$ cat src/fskmc_params.svh
// constants for the fsk modem control and timing block
`ifndef FSKMC_PARAMS_SVH
`define FSKMC_PARAMS_SVH

// system clock and the reference the delays were specified against
`define FSKMC_CLK_HZ          125000000
`define FSKMC_MASTER_HZ       3579545
// slow clock output frequency in tenths of a hertz (873.9 Hz)
`define FSKMC_CLKOUT_DHZ      8739
`define FSKMC_MS_CYC          (`FSKMC_CLK_HZ / 1000)
`define FSKMC_CLKOUT_HALF     ((`FSKMC_CLK_HZ * 10) / (2 * `FSKMC_CLKOUT_DHZ))

// two-select variant delays in ms, nominal or mid-range
`define FSKMC_HS_MS_00        8'd200
`define FSKMC_HS_MS_01        8'd30
`define FSKMC_HS_MS_10        8'd70
`define FSKMC_CDON_MS_2       8'd18
`define FSKMC_CDOFF_MS_2      8'd10
`define FSKMC_SQ_MS_0X        8'd150
`define FSKMC_SQ_MS_10        8'd40
// single-select variant delays in ms
`define FSKMC_HS_MS_1         8'd180
`define FSKMC_CDON_MS_1       8'd25
`define FSKMC_CDOFF_MS_1      8'd15
`define FSKMC_SQ_MS_1         8'd156

// wishbone byte addresses
`define FSKMC_ADR_CTRL        8'h00
`define FSKMC_ADR_STATUS      8'h04
// control register reset: squelch on, answer tone off, built-in 200 ms
`define FSKMC_CTRL_RST        8'h40

`endif

$ cat src/fskmc_pkg.sv
// types for the fsk modem control and timing block
package fskmc_pkg;

    typedef enum logic [4:0] {
        LINE_IDLE   = 5'h01,
        LINE_MARK   = 5'h02,
        LINE_SPACE  = 5'h04,
        LINE_ANSWER = 5'h08,
        LINE_RXFILT = 5'h10
    } fskmc_line_t;

    typedef enum logic [2:0] {
        HS_IDLE  = 3'h1,
        HS_WAIT  = 3'h2,
        HS_CLEAR = 3'h4
    } fskmc_hs_t;

    typedef struct packed {
        logic filter_test_sel;
        logic answer_tone_en_n;
        logic squelch_ctl_n;
        logic loopback_sel;
        logic single_variant;
        logic delay_sel_single;
        logic delay_sel_hi;
        logic delay_sel_lo;
    } fskmc_ctrl_t;

    typedef struct packed {
        logic       ext;
        logic [7:0] hs_ms;
        logic [7:0] on_ms;
        logic [7:0] off_ms;
        logic [7:0] sq_ms;
    } fskmc_dly_t;

    typedef struct packed {
        fskmc_ctrl_t  ctrl;
        fskmc_hs_t    hs;
        logic [7:0]   hs_ms;
        logic [16:0]  ms_cnt;
        logic         ms_tick;
        logic [16:0]  div_cnt;
        logic         clk_out;
        logic [7:0]   cd_ms;
        logic         cd_on;
        logic [7:0]   sq_ms;
        logic         sq_hold;
        logic         req_n_prev;
        logic         cts_n;
        logic         cd_n_out;
        logic         cd_oe;
        logic         rx_data;
        logic         raw_out;
        fskmc_line_t  line;
        logic         ack;
        logic [31:0]  dat;
    } fskmc_state_t;

endpackage

$ cat src/fskmc_top.sv
// control and timing logic of a 1200 bit/s half-duplex fsk modem
//
// Notes on behaviour
// - clear goes low only after handshake delay expires following request low, except in loopback
// - two-select codes 00/01/10 give 200/30/70 ms; 11 uses external delay
// - single-select low gives 180 ms, built-in carrier and 156 ms squelch delays
// - request high returns clear high within half a millisecond
// - raw carrier feeds delay; on after 10-25 ms, off after 5-15 ms
// - carrier pin is delayed output when built-in, input when external
// - one select code sets all delays together, none independently
// - loopback: tx data on receive output, request state straight onto clear
// - loopback: demodulated data modulates the transmitted carrier
// - loopback: loop carrier control, not request, gates line transmission
// - high bit sends mark, low space; outside loopback and filter test nothing sent unless request low
// - receive output forced mark without carrier, while squelched sending, in hold
// - squelch active when control low; hold 150/150/40 ms by code
// - raw demodulated bit has own output; separate input feeds output logic
// - single variant: answer tone enable and request low send answer tone, except in loopback or filter test
// - filter test routes receive filter to line output
// - slow 873.9 Hz clock output divided down from the system clock
// - master timing derived from the system clock, not the 3.579545 MHz reference
`timescale 1ns/1ps

`include "fskmc_params.svh"

module fskmc_top #(
    parameter logic [16:0] MS_CYC      = 17'(`FSKMC_MS_CYC),
    parameter logic [16:0] CLKOUT_HALF = 17'(`FSKMC_CLKOUT_HALF)
) (
    input  wire logic                clk_i,
    input  wire logic                rst_i,
    input  wire logic                wb_cyc_i,
    input  wire logic                wb_stb_i,
    input  wire logic                wb_we_i,
    input  wire logic [7:0]          wb_adr_i,
    input  wire logic [3:0]          wb_sel_i,
    input  wire logic [31:0]         wb_dat_i,
    output logic      [31:0]         wb_dat_o,
    output logic                     wb_ack_o,
    input  wire logic                tx_request_n_i,
    input  wire logic                ext_handshake_delay_n_i,
    input  wire logic                loop_carrier_ctl_n_i,
    input  wire logic                tx_bit_i,
    input  wire logic                fast_carrier_raw_i,
    input  wire logic                carrier_detect_n_i,
    output logic                     carrier_detect_n_o,
    output logic                     carrier_detect_n_oe_o,
    input  wire logic                demod_bit_i,
    output logic                     demod_raw_out_o,
    input  wire logic                demod_logic_in_i,
    output logic                     clear_n_o,
    output logic                     rx_data_o,
    output fskmc_pkg::fskmc_line_t   line_tx_sel_o,
    output logic                     slow_clk_o
);

    fskmc_pkg::fskmc_state_t st_q;
    fskmc_pkg::fskmc_state_t st_d;
    fskmc_pkg::fskmc_dly_t   dly;
    logic                    carrier_now;
    logic                    rx_force;
    logic                    tx_en;
    logic                    tx_bit;
    logic                    wb_req;

    // one code sets all
    // every delay of a code is fixed here, so no delay can be chosen alone
    function automatic fskmc_pkg::fskmc_dly_t dly_lookup(
        input fskmc_pkg::fskmc_ctrl_t c
    );
        fskmc_pkg::fskmc_dly_t r;
        r = '0;
        if (c.single_variant) begin
            r.ext    = c.delay_sel_single;
            r.hs_ms  = `FSKMC_HS_MS_1;
            r.on_ms  = `FSKMC_CDON_MS_1;
            r.off_ms = `FSKMC_CDOFF_MS_1;
            r.sq_ms  = `FSKMC_SQ_MS_1;
        end else begin
            r.on_ms  = `FSKMC_CDON_MS_2;
            r.off_ms = `FSKMC_CDOFF_MS_2;
            unique case ({c.delay_sel_hi, c.delay_sel_lo})
                2'b00: begin
                    r.hs_ms = `FSKMC_HS_MS_00;
                    r.sq_ms = `FSKMC_SQ_MS_0X;
                end
                2'b01: begin
                    r.hs_ms = `FSKMC_HS_MS_01;
                    r.sq_ms = `FSKMC_SQ_MS_0X;
                end
                2'b10: begin
                    r.hs_ms = `FSKMC_HS_MS_10;
                    r.sq_ms = `FSKMC_SQ_MS_10;
                end
                2'b11: begin
                    r.ext = 1'b1;
                end
            endcase
        end
        return r;
    endfunction

    assign dly    = dly_lookup(st_q.ctrl);
    assign wb_req = wb_cyc_i & wb_stb_i;

    always_comb begin
        st_d = st_q;

        // ms base from system clock
        // timers run off a millisecond prescaler rather than the 3.58 MHz
        // reference; the ms figures are kept the same
        st_d.ms_tick = 1'b0;
        if (st_q.ms_cnt >= MS_CYC - 17'h00001) begin
            st_d.ms_cnt  = '0;
            st_d.ms_tick = 1'b1;
        end else begin
            st_d.ms_cnt = st_q.ms_cnt + 17'h00001;
        end

        if (st_q.div_cnt >= CLKOUT_HALF - 17'h00001) begin
            st_d.div_cnt = '0;
            st_d.clk_out = ~st_q.clk_out;
        end else begin
            st_d.div_cnt = st_q.div_cnt + 17'h00001;
        end

        if (tx_request_n_i) begin
            st_d.hs    = fskmc_pkg::HS_IDLE;
            st_d.hs_ms = '0;
        end else begin
            unique case (st_q.hs)
                fskmc_pkg::HS_IDLE: begin
                    st_d.hs    = fskmc_pkg::HS_WAIT;
                    st_d.hs_ms = '0;
                end
                fskmc_pkg::HS_WAIT: begin
                    if (st_q.ms_tick) begin
                        st_d.hs_ms = st_q.hs_ms + 8'h01;
                    end
                    if (st_q.hs_ms >= dly.hs_ms) begin
                        st_d.hs = fskmc_pkg::HS_CLEAR;
                    end
                end
                fskmc_pkg::HS_CLEAR: begin
                    st_d.hs = fskmc_pkg::HS_CLEAR;
                end
            endcase
        end

        if (st_q.ctrl.loopback_sel) begin
            st_d.cts_n = tx_request_n_i;
        end else if (tx_request_n_i) begin
            st_d.cts_n = 1'b1;
        end else if (dly.ext) begin
            st_d.cts_n = ext_handshake_delay_n_i;
        end else begin
            st_d.cts_n = (st_q.hs != fskmc_pkg::HS_CLEAR);
        end

        // delayed carrier detect
        // a glitch on the raw detector resets the count, so the delay restarts
        if (fast_carrier_raw_i == st_q.cd_on) begin
            st_d.cd_ms = '0;
        end else begin
            if (st_q.ms_tick) begin
                st_d.cd_ms = st_q.cd_ms + 8'h01;
            end
            if (st_q.cd_ms >= (fast_carrier_raw_i ? dly.on_ms : dly.off_ms)) begin
                st_d.cd_on = fast_carrier_raw_i;
                st_d.cd_ms = '0;
            end
        end

        st_d.cd_oe    = ~dly.ext;
        st_d.cd_n_out = ~st_d.cd_on;
        carrier_now   = dly.ext ? ~carrier_detect_n_i : st_q.cd_on;

        st_d.req_n_prev = tx_request_n_i;
        if (st_q.ctrl.squelch_ctl_n || dly.ext || !tx_request_n_i) begin
            st_d.sq_hold = 1'b0;
            st_d.sq_ms   = '0;
        end else if (!st_q.req_n_prev) begin
            st_d.sq_hold = 1'b1;
            st_d.sq_ms   = '0;
        end else if (st_q.sq_hold) begin
            if (st_q.ms_tick) begin
                st_d.sq_ms = st_q.sq_ms + 8'h01;
            end
            if (st_q.sq_ms >= dly.sq_ms) begin
                st_d.sq_hold = 1'b0;
            end
        end

        rx_force = ~carrier_now
                 | (~st_q.ctrl.squelch_ctl_n & ~tx_request_n_i)
                 | st_d.sq_hold;

        // raw bit out, logic input used
        st_d.raw_out = demod_bit_i;
        if (st_q.ctrl.loopback_sel) begin
            st_d.rx_data = tx_bit_i;
        end else begin
            st_d.rx_data = rx_force | demod_logic_in_i;
        end

        tx_en  = st_q.ctrl.loopback_sel ? ~loop_carrier_ctl_n_i : ~tx_request_n_i;
        tx_bit = st_q.ctrl.loopback_sel ? demod_logic_in_i : tx_bit_i;
        if (st_q.ctrl.filter_test_sel) begin
            st_d.line = fskmc_pkg::LINE_RXFILT;
        end else if (st_q.ctrl.single_variant && !st_q.ctrl.answer_tone_en_n
                     && !st_q.ctrl.loopback_sel && !tx_request_n_i) begin
            st_d.line = fskmc_pkg::LINE_ANSWER;
        end else if (tx_en) begin
            st_d.line = tx_bit ? fskmc_pkg::LINE_MARK : fskmc_pkg::LINE_SPACE;
        end else begin
            st_d.line = fskmc_pkg::LINE_IDLE;
        end

        // wishbone: one wait state, ack dropped the cycle after it is given
        st_d.ack = wb_req & ~st_q.ack;
        st_d.dat = '0;
        if (wb_req && !st_q.ack) begin
            unique case (wb_adr_i)
                `FSKMC_ADR_CTRL: begin
                    st_d.dat = {24'h000000, st_q.ctrl};
                    if (wb_we_i && wb_sel_i[0]) begin
                        st_d.ctrl = fskmc_pkg::fskmc_ctrl_t'(wb_dat_i[7:0]);
                    end
                end
                `FSKMC_ADR_STATUS: begin
                    st_d.dat = {22'h000000, st_q.line, dly.ext, rx_force,
                                st_q.sq_hold, carrier_now, ~st_q.cts_n};
                end
                default: begin
                    st_d.dat = '0;
                end
            endcase
        end
    end

    always_ff @(posedge clk_i) begin
        if (rst_i) begin
            st_q          <= '0;
            st_q.ctrl     <= fskmc_pkg::fskmc_ctrl_t'(`FSKMC_CTRL_RST);
            st_q.hs       <= fskmc_pkg::HS_IDLE;
            st_q.req_n_prev <= 1'b1;
            st_q.cts_n    <= 1'b1;
            st_q.cd_n_out <= 1'b1;
            st_q.cd_oe    <= 1'b1;
            st_q.rx_data  <= 1'b1;
            st_q.line     <= fskmc_pkg::LINE_IDLE;
        end else begin
            st_q <= st_d;
        end
    end

    assign wb_dat_o              = st_q.dat;
    assign wb_ack_o              = st_q.ack;
    assign clear_n_o             = st_q.cts_n;
    assign carrier_detect_n_o    = st_q.cd_n_out;
    assign carrier_detect_n_oe_o = st_q.cd_oe;
    assign rx_data_o             = st_q.rx_data;
    assign demod_raw_out_o       = st_q.raw_out;
    assign line_tx_sel_o         = st_q.line;
    assign slow_clk_o            = st_q.clk_out;
endmodule

$ cat config.mk
export PLATFORM = sky130hd
export DESIGN_NAME = fskmc_top
export DESIGN_NICKNAME = d
export VERILOG_FILES = /design/src/fskmc_pkg.sv /design/src/fskmc_top.sv
export VERILOG_INCLUDE_DIRS = /design/src /design/src/src
export SDC_FILE = /design/constraint.sdc
export NUM_CORES = 1
export LEC_CHECK = 0
export BUFFER_PORTS_ARGS = -buffer_cell sky130_fd_sc_hd__buf_4
export CAP_MARGIN = 20
export CORE_ASPECT_RATIO = 1.75
export CORE_MARGIN = 2
export CORE_UTILIZATION = 50
export DETAILED_ROUTE_END_ITERATION = 12
export PLACE_DENSITY_LB_ADDON = 0.08
export SYNTH_ARGS = -nofsm -noshare
export SYNTH_HDL_FRONTEND = slang
export SYNTH_SLANG_ARGS = --single-unit
$ cat constraint.sdc
create_clock -name clk_i -period 3.2 [get_ports clk_i]
set_input_delay 0.64 -clock clk_i [delete_from_list [all_inputs] [get_ports clk_i]]
set_output_delay 0.64 -clock clk_i [all_outputs]
set_load 0.02 [all_outputs]
==> impl_metrics.tcl, run 1 <==
set metrics [dict create \
    status "finished, final reports clean" \
    fp.dieW_um 77.0 \
    start_kind "flip-flop" \
    reg2reg_slack_ps 940 \
    holdWs_ps 450 \
    syn_to_final_growth_pct 13.1 \
    grt_use_met2_pct 35.3 \
    final_cell_mix "95 x dfxtp_1, 92 x nor2_1, 52 x buf_4" \
    peakVddDrop_uv 382 \
    numClockSinks 95 \
    worst_slew_pin_slew_ps 660 \
    cts_tree "yes" \
    final-hold-violation-count 0 \
    core-area_um2 9040 \
    clk_root_buffer_cell "clkbuf_16" \
    fmax_mhz 443 \
    critPathLaunch "st_q[112]" \
    max_slew_margin_pct 56.0 \
    ys_seq_area_share_pct 40.8 \
    slew_viol_final 0 \
    crit_fanout 12 \
    async_flop_share_pct 0 \
    setup_tns_ps 0 \
    drc 0 \
    p_per_area_nw_per_um2 475 \
    grt_util_met1_pct 18.9 \
    netlist_instances 528 \
    grt_pass1_vias 3403 \
    clk_latency_ps 340 \
    cts_buffers 9 \
    globalplace.congestion 0.848 \
    period_share_pct 70.5 \
    whs_path_depth 1 \
    postCtsSetupRepairBufs 0 \
    via_count 3499 \
    ioPinCount 101 \
    p_seq_share_pct 48.5 \
    critPathArrivalTime_ps 2470 \
    cts_resized 0 \
    p_leak_nw 2.19 \
    crit_type "flip-flop to flip-flop" \
    ys_ff_latch 95 \
    critical_path.cell_chain "buf_4 -> nor2_1 -> ha_1 -> nand2b_1 -> and3_1 -> a221oi_1 -> o21ai_1 -> nor4_1 -> a21oi_1" \
    place_hpwl_mm 6.75 \
    cp_slowest_cell "dfxtp_1" \
    final_common_cell "dfxtp_1" \
    die_area_um2 10100 \
    cts_hold_buf 0 \
    ys.flop_type "dfxtp_1" \
    synth.avg_cell_area_um2 8.82 \
    grt_antenna_before_repair 0 \
    rows 46 \
    switchingPower_uw 544 \
    grtUsageTotal_pct 18.3 \
    cts.path.max_buffers 2 \
    grt_pass1_wl_mm 15.2 \
    worst_hold_startpoint "st_q[81]" \
    grt_max_degree 22 \
    comb_power_share_pct 5.4 \
    synth_top_cell_area_share_pct 40.8 \
    die_h_um 132 \
    htreeDepth 3 \
    synth_enable_flop_cells 0 \
    rsz0062_at_grt "false" \
    hold_class "flip-flop to flip-flop" \
    worst-r2r-cell-count 9 \
    slowest_delay_ps 470 \
    nets 648 \
    path_clk_slew_ps 70 \
    synth_top_area_cell "dfxtp_1" \
    use_met3_pct 3.37 \
    synth_area_um2 4660 \
    drv_cap 0 \
    wl_per_cell_um 13.0 \
    fill_cells 846 \
    layout_min_cycle_time_ps 2260 \
    internal_power_mw 1.96 \
    viasPerCell 5.08 \
    top_usage_layer "met2" \
    diodes 0 \
    r2r_start "st_q[112]" \
    yosys-top-cells-area "dfxtp_1 41%, nor2_1 7.4%, ha_1 7.3%" \
    start_util_pct 51.6 \
    skew_ps 4.69 \
    p_sw_share_pct 21.7 \
    pwr-share-clk_pct 46.0 \
    cp-end-kind "flip-flop" \
    numPortBuffers 51 \
    ys_warn_count 0 \
    drive_above_1_share_pct 15.1 \
    drt_iter0_drc 122 \
    firstDrtPassIters 4 \
    setup_violations 0 \
    grt-ovfl-total 0 \
    synth_cell_types 53 \
    worstPathRequired_ps 3410 \
    postRouteAntennaNets 0 \
    drt_wl_total_mm 8.98 \
]
-- metrics by stage --
stage                     utilization [%]  worst slack [ps]  power [mW]  area [um2]  instances
after CTS                            58.3               919        2.53        5270        689
after floorplan                         -               899        1.35        4750        551
after global placement               54.7               774        1.37        4950        673
final                                58.3               944        2.50        5270        689
after global routing                 58.3               735        2.59        5270        689
after detailed placement             54.7               723        1.38        4950        673
-- final timing paths --
check,to
worst max-delay path,rx_data_o
worst min-delay path,st_q[81]
worst max register to register,rx_data_o
worst min register to register,st_q[81]
-- cells in the mapped netlist, drive strengths merged (2+ instances only) --
master	count
nand2	28
nor3	7
or3	3
o21a	3
dfxtp	95
buf	42
a21oi	16
nor2	99
xor2	30
and3	7
ha	27
a22oi	7
and4	3
nor2b	6
or4	2
mux2i	16
nor4	7
nand4	15
nand3	21
o21ai	13
and2	3
a21o	3
inv	21
xnor2	19
clkbuf	8
nand3b	2
nand2b	10
-- sequential cells by signal, indices dropped and copies added, names as in the netlist --
signal                 count
slow_clk_o                 1
st_q                      73
demod_raw_out_o            1
wb_ack_o                   1
rx_data_o                  1
clear_n_o                  1
carrier_detect_n_o         1
wb_dat_o                  10
carrier_detect_n_oe_o      1
line_tx_sel_o              5
-- cell type report --
| cell class | count | area, um2 | share of cell area [%] |
|---|---|---|---|
| Multi-Input combinational cell | 385 | 2430 | 46.0 |
| Inverter | 21 | 78.8 | 1.50 |
| Tap cell | 120 | 150 | 2.85 |
| Timing Repair Buffer | 52 | 390 | 7.41 |
| Clock inverter | 5 | 81.3 | 1.54 |
| Clock buffer | 11 | 243 | 4.60 |
| Sequential cell | 95 | 1900 | 36.1 |
-- power groups by stage --
stage,combinational [mW],clock [mW],sequential (mW)
floorplan,0.105,0,1.24
global placement,0.134,0,1.24
detailed placement,0.136,0,1.24
CTS,0.137,1.18,1.21
global route,0.150,1.23,1.22
finish,0.136,1.15,1.21
-- layer usage --
metal,wire length [um],part of all wire [%]
met5,0,0
met1,3540,39
met4,189,2.1
met3,282,3.1
met2,4970,55
-- cell families (layout without fill, tap and decap cells) --
group                      Yosys count  count (layout)  synth area share [%]
AOI/OAI and AO/OA                   50              50                  7.01
xor gates and xnor gates            49              49                  9.21
adders and majority gates           27              27                  7.25
buffers and inverters               71              89                  8.97
DFF                                 95              95                  40.8
muxes                               17              17                  3.68
other                                1              24                0.0805
and+or+nand+nor                    218             218                  23.0
-- critical path, delay by kind of cell, from the launching register on --
kind,cells,cell delay [ps]
AOI/OAI and AO/OA,3,610
adders and majority gates,1,280
and+or+nand+nor,4,510
buffers and inverters,1,250
DFF,1,470
No activity file was read; power rests on OpenSTA's default activity.
==> run 2, diff against run 1 <==
ABC_AREA = 1   (was default)
clock period = 2.3 ns   (was 3.2 ns; I/O delays follow)
==> impl_metrics.tcl, run 2 <==
set metrics [dict create \
    status "finished, final reports clean" \
    numPortBuffers 51 \
    diodes 0 \
    worstPathRequired_ps 2540 \
    clk_latency_ps 350 \
    top_register "st_q" \
    via_count 3958 \
    max_slew_margin_pct 59.7 \
    htreeDepth 3 \
    worst_hold_startpoint "demod_bit_i" \
    crit_type "flip-flop to flip-flop" \
    grt_antenna_before_repair 0 \
    drv_cap 0 \
    yosys.area_share.simple_pct 28.7 \
    die_h_um 136 \
    rows 48 \
    crit_fanout 7 \
    core-area_um2 9790 \
    internal_power_mw 2.58 \
    reg2reg_slack_ps 270 \
    period_share_pct 88.4 \
    nets 766 \
    postCtsSetupRepairBufs 0 \
    yosysMostFrequentCell "nand2_1" \
    postRouteAntennaNets 0 \
    comb_power_share_pct 6.0 \
    worst-r2r-cell-count 12 \
    drc 0 \
    worst_slew_pin_slew_ps 599 \
    firstDrtPassIters 4 \
    cts_tree "yes" \
    synthTopCellsByCount "97 x nand2_1, 95 x dfxtp_1, 83 x inv_1, 68 x nor2_1, 43 x a21oi_1" \
    synth_top_family_by_area "simple AND/OR/NAND/NOR gates" \
    switchingPower_uw 785 \
    numClockSinks 95 \
    whs_path_depth 3 \
    cts.path.max_buffers 2 \
    final-hold-violation-count 0 \
    rsz0062_at_grt "false" \
    p_leak_nw 2.37 \
    synth_top_area_cell "dfxtp_1" \
    pwr-share-clk_pct 44.0 \
    fmax_mhz 492 \
    synth_top_cell_area_share_pct 38.0 \
    finalPower_mw 3.37 \
    ys_warn_count 0 \
    async_flop_share_pct 0 \
    synth-xor-area-share_pct 4.55 \
    p_per_area_nw_per_um2 599 \
    drt_iter0_drc 168 \
    synth.avg_cell_area_um2 7.86 \
    wl_per_cell_um 11.9 \
    p_sw_share_pct 23.3 \
    viasPerCell 4.87 \
    p_seq_share_pct 50.0 \
    peakVddDrop_uv 419 \
    yosys-top-cells-area "dfxtp_1 38%, nand2_1 7.3%, ha_1 6.8%" \
    hold_end "demod_raw_out_o" \
    clk_root_buffer_cell "clkbuf_16" \
    globalplace.congestion 0.814 \
    setup_tns_ps 0 \
    synth_compound_area_share_pct 8.77 \
    final_cell_mix "97 x nand2_1, 95 x dfxtp_1, 83 x inv_1" \
    layout_min_cycle_time_ps 2030 \
    final_common_cell "nand2_1" \
    synth_cell_types 46 \
    netlist_instances 637 \
    holdWs_ps 313 \
    fp.dieW_um 79.6 \
    cp-end-kind "flip-flop" \
    grt_pass1_vias 3820 \
    syn_to_final_growth_pct 12.3 \
    grt-ovfl-total 0 \
    hold_class "input port to flip-flop" \
    cts_buffers 9 \
    synth_area_um2 5000 \
    ys.flop_type "dfxtp_1" \
    timing.rr.end "rx_data_o" \
    slew_viol_final 0 \
    ys_ff_latch 95 \
    critPathLaunch "st_q[110]" \
    place_hpwl_mm 7.58 \
    synth_enable_flop_cells 0 \
    yosys-mux-area-fraction_pct 0 \
    skew_ps 7.83 \
    path_clk_slew_ps 70 \
    drive_above_1_share_pct 18.3 \
    grtUsageTotal_pct 18.8 \
    grt_max_degree 18 \
    cts_resized 0 \
    synthAdderAreaFrac_pct 6.75 \
    largest_reg_flops 73 \
    grt_pass1_wl_mm 16.2 \
    ys_seq_area_share_pct 38.0 \
    drt_wl_total_mm 9.70 \
    critPathArrivalTime_ps 2270 \
    setup_violations 0 \
    start_kind "flip-flop" \
    final_cells 812 \
    dp.cells 796 \
    start_util_pct 51.1 \
    die_area_um2 10900 \
    cts_hold_buf 0 \
    r2r_start "st_q[110]" \
    ioPinCount 101 \
]
-- run 2: cell count changes in the layout (fill, tap and decap cells not counted), sizes merged, moves of 6 or more --
cell | previous run | this run
a21oi | 16 | 46
a22oi | 7 | 0
inv | 21 | 86
mux2i | 16 | 0
nand2 | 28 | 104
nand2b | 10 | 0
nand3 | 21 | 34
nor2 | 99 | 88
nor2b | 6 | 0
nor3 | 7 | 22
o21ai | 13 | 27
xnor2 | 19 | 7
xor2 | 30 | 19
-- run 2: stage by stage --
step           utilization, %  instance area, um2  setup WS [ps]
2_1_floorplan               -                5090            552
3_3_place_gp             54.4                5320            382
3_5_place_dp             54.4                5320            354
4_1_cts                  57.4                5620            296
5_1_grt                  57.4                5620            103
6_report                 57.4                5620            266
-- run 2: routing by layer --
metal	track usage, %	vias to the layer above	routed length, um
met2	35.9	53	5330
met4	8.05	0	206
met5	0	-	0
li1	-	2078	-
met1	19.0	1813	3820
met3	3.98	14	346
-- run 2: area by class of cell --
type                    instances  area, um2
clock inverters                 7       72.6
multi-input cells             435       2530
clock buffers                   9        225
fillers                       966       4170
repair buffers                 55        413
flip-flops and latches         95       1900
inverters                      86        323
well taps                     125        156
-- run 2: power groups by stage --
stage               clock, mW  sequential (mW)  combinational, mW
floorplan                   0             1.72              0.159
global placement            0             1.72              0.198
detailed placement          0             1.72              0.201
CTS                      1.53             1.68              0.202
global route             1.59             1.69              0.224
finish                   1.48             1.68              0.201
-- run 2: worst max-delay path by stage --
stage	endpoint	slack, ps	cells after the start
2_1_floorplan	rx_data_o	550	14
3_3_place_gp	rx_data_o	380	12
3_5_place_dp	rx_data_o	350	12
4_1_cts	rx_data_o	300	14
5_1_grt	rx_data_o	100	12
6_report	rx_data_o	270	12
-- run 2: cell families after synthesis --
group	Yosys count
buffers and inverters	130
DFF	95
other	1
and+or+nand+nor	279
adders and majority gates	27
AOI/OAI and AO/OA	79
xor gates and xnor gates	26
-- run 2: critical path, cell delays in order (launching register included) --
cell,delay [ps]
dfxtp_1,450
ha_1,250
nand2_1,80
ha_1,300
nand3_1,90
nor2_1,130
nand2_1,80
nand2_1,80
nand2_1,70
nand2_1,90
nand2_1,80
o21ai_0,160
nand2_1,70
==> run 3, diff against run 2 <==
BUFFER_PORTS_ARGS = default   (was -buffer_cell sky130_fd_sc_hd__buf_4)
DONT_BUFFER_PORTS = 1   (was default)
SLEW_MARGIN = 10   (was default)
==> impl_metrics.tcl, run 3 (synthesis gave the netlist of run 2 again) <==
set metrics [dict create \
    grt_max_degree 19 \
    numClockSinks 95 \
    dr_wl_met2_mm 5.10 \
    setup_tns_ps 0 \
    place_hpwl_mm 7.29 \
    path_clk_slew_ps 80 \
    setup_violations 0 \
    r2r_start "st_q[110]" \
    critPathCapture "rx_data_o" \
    worstPathRequired_ps 2540 \
    dp.cells 744 \
    wl_met1_mm 3.83 \
    die_area_um2 10900 \
    final_cells 760 \
    top_layer "met4" \
    rows 48 \
    top_register "st_q" \
    drv_cap 0 \
    viasPerCell 5.05 \
    numPortBuffers 0 \
    drc 0 \
    largest_reg_flops 73 \
    postCtsSetupRepairBufs 0 \
    fmax_mhz 502 \
    final_common_cell "nand2_1" \
    nets 714 \
    core-area_um2 9790 \
    clk_root_buffer_cell "clkbuf_16" \
    firstDrtPassIters 5 \
    cts_buffers 9 \
    syn_to_final_growth_pct 4.30 \
    p_per_area_nw_per_um2 629 \
    status "finished, final reports clean" \
    final-hold-violation-count 0 \
    hold_class "input port to flip-flop" \
    rsz0062_at_grt "false" \
    skew_ps 10.2 \
    via_count 3835 \
    wl_per_cell_um 12.5 \
    met3WireLength_um 311 \
    cts_resized 0 \
    start_kind "flip-flop" \
    cts.path.max_buffers 2 \
    htreeDepth 3 \
    start_util_pct 51.1 \
    drt_wl_total_mm 9.47 \
    crit_top_cell "nand2_1" \
    critPathLaunch "st_q[110]" \
    worst_slew_pin_slew_ps 627 \
    grt_pass1_wl_mm 15.9 \
    drt_iter0_drc 131 \
    crit_fanout 7 \
    dpl_cell_area_um2 4930 \
    slowest_delay_ps 480 \
    postRouteAntennaNets 0 \
    critPathArrivalTime_ps 2230 \
    max_slew_margin_pct 57.9 \
    cp_slowest_cell "dfxtp_1" \
    critical_path.cell_chain "ha_1 -> nor2_1 -> ha_1 -> inv_1 -> a21oi_1 -> nand2_1 -> nand2_1 -> nand2_1 -> nand2_1 -> nand2_1 -> nand2_1 -> nand2_1 -> o21ai_0 -> nand2_1" \
    slew_viol_final 0 \
    die_h_um 136 \
    cts_tree "yes" \
    fp.dieW_um 79.6 \
    crit_type "flip-flop to flip-flop" \
    cts_hold_buf 0 \
    drive_above_1_share_pct 11.7 \
    grt_antenna_before_repair 0 \
    reg2reg_slack_ps 310 \
    fin_area_um2 5220 \
    diodes 0 \
    globalplace.congestion 0.792 \
    cp-end-kind "flip-flop" \
    final_cell_mix "97 x nand2_1, 95 x dfxtp_1, 83 x inv_1" \
    ioPinCount 101 \
    worst-r2r-cell-count 14 \
    period_share_pct 86.6 \
    grtUsageTotal_pct 18.4 \
    layout_min_cycle_time_ps 1990 \
    timing.rr.end "rx_data_o" \
    grt_pass1_vias 3668 \
    p_leak_nw 2.11 \
    peakVddDrop_uv 380 \
    grt-ovfl-total 0 \
    clk_latency_ps 350 \
]
## run 3: how the worst min path moves through the flow
| stage | startpoint | end | depth (start not counted) |
|---|---|---|---|
| 4_1_cts | rst_i | demod_raw_out_o | 1 |
| 5_1_grt | rst_i | demod_raw_out_o | 1 |
| 6_report | rst_i | demod_raw_out_o | 1 |
| 3_5_place_dp | st_q[97] | st_q[97] | 2 |
| 2_1_floorplan | line_tx_sel_o[3] | wb_dat_o[8] | 2 |
| 3_3_place_gp | st_q[97] | st_q[97] | 2 |
## run 3: critical path: cells and delay by family, from the launching register on
family	cells	cell delay, ps
AOI/OAI and AO/OA	2	260
adders and majority gates	2	560
DFF	1	480
buffers and inverters	1	30
and+or+nand+nor	9	540
## run 3: area by class of cell
cell class              count  area [um2]
clock buffers               9         225
repair buffers              3        22.5
clock inverters             7        62.6
flip-flops and latches     95        1900
fillers                   973        4570
multi-input cells         435        2530
inverters                  86         323
well taps                 125         156
## run 3: through the flow
step           hold slack (ps)  utilization, %  total power, mW  worst slack (ps)
2_1_floorplan              423               -             1.88               552
3_3_place_gp               437            50.4             1.87               373
3_5_place_dp               445            50.4             1.87               327
4_1_cts                    163            53.3             3.32               310
5_1_grt                    150            53.3             3.42              81.8
6_report                   173            53.3             3.28               308
## run 3: where the power goes
part | switching [mW] | leakage [nW] | total, mW | internal (mW)
sequential | 0.0247 | 0.770 | 1.69 | 1.67
combinational | 0.103 | 1.20 | 0.138 | 0.0345
clock | 0.697 | 0.139 | 1.45 | 0.757
total | 0.825 | 2.11 | 3.28 | 2.46
## run 3: per-layer routing
layer / track usage [%] / vias to the layer above
li1: - / 1977
met1: 19.8 / 1783
met2: 33.7 / 60
met3: 3.72 / 15
met4: 8.81 / 0
met5: 0 / -
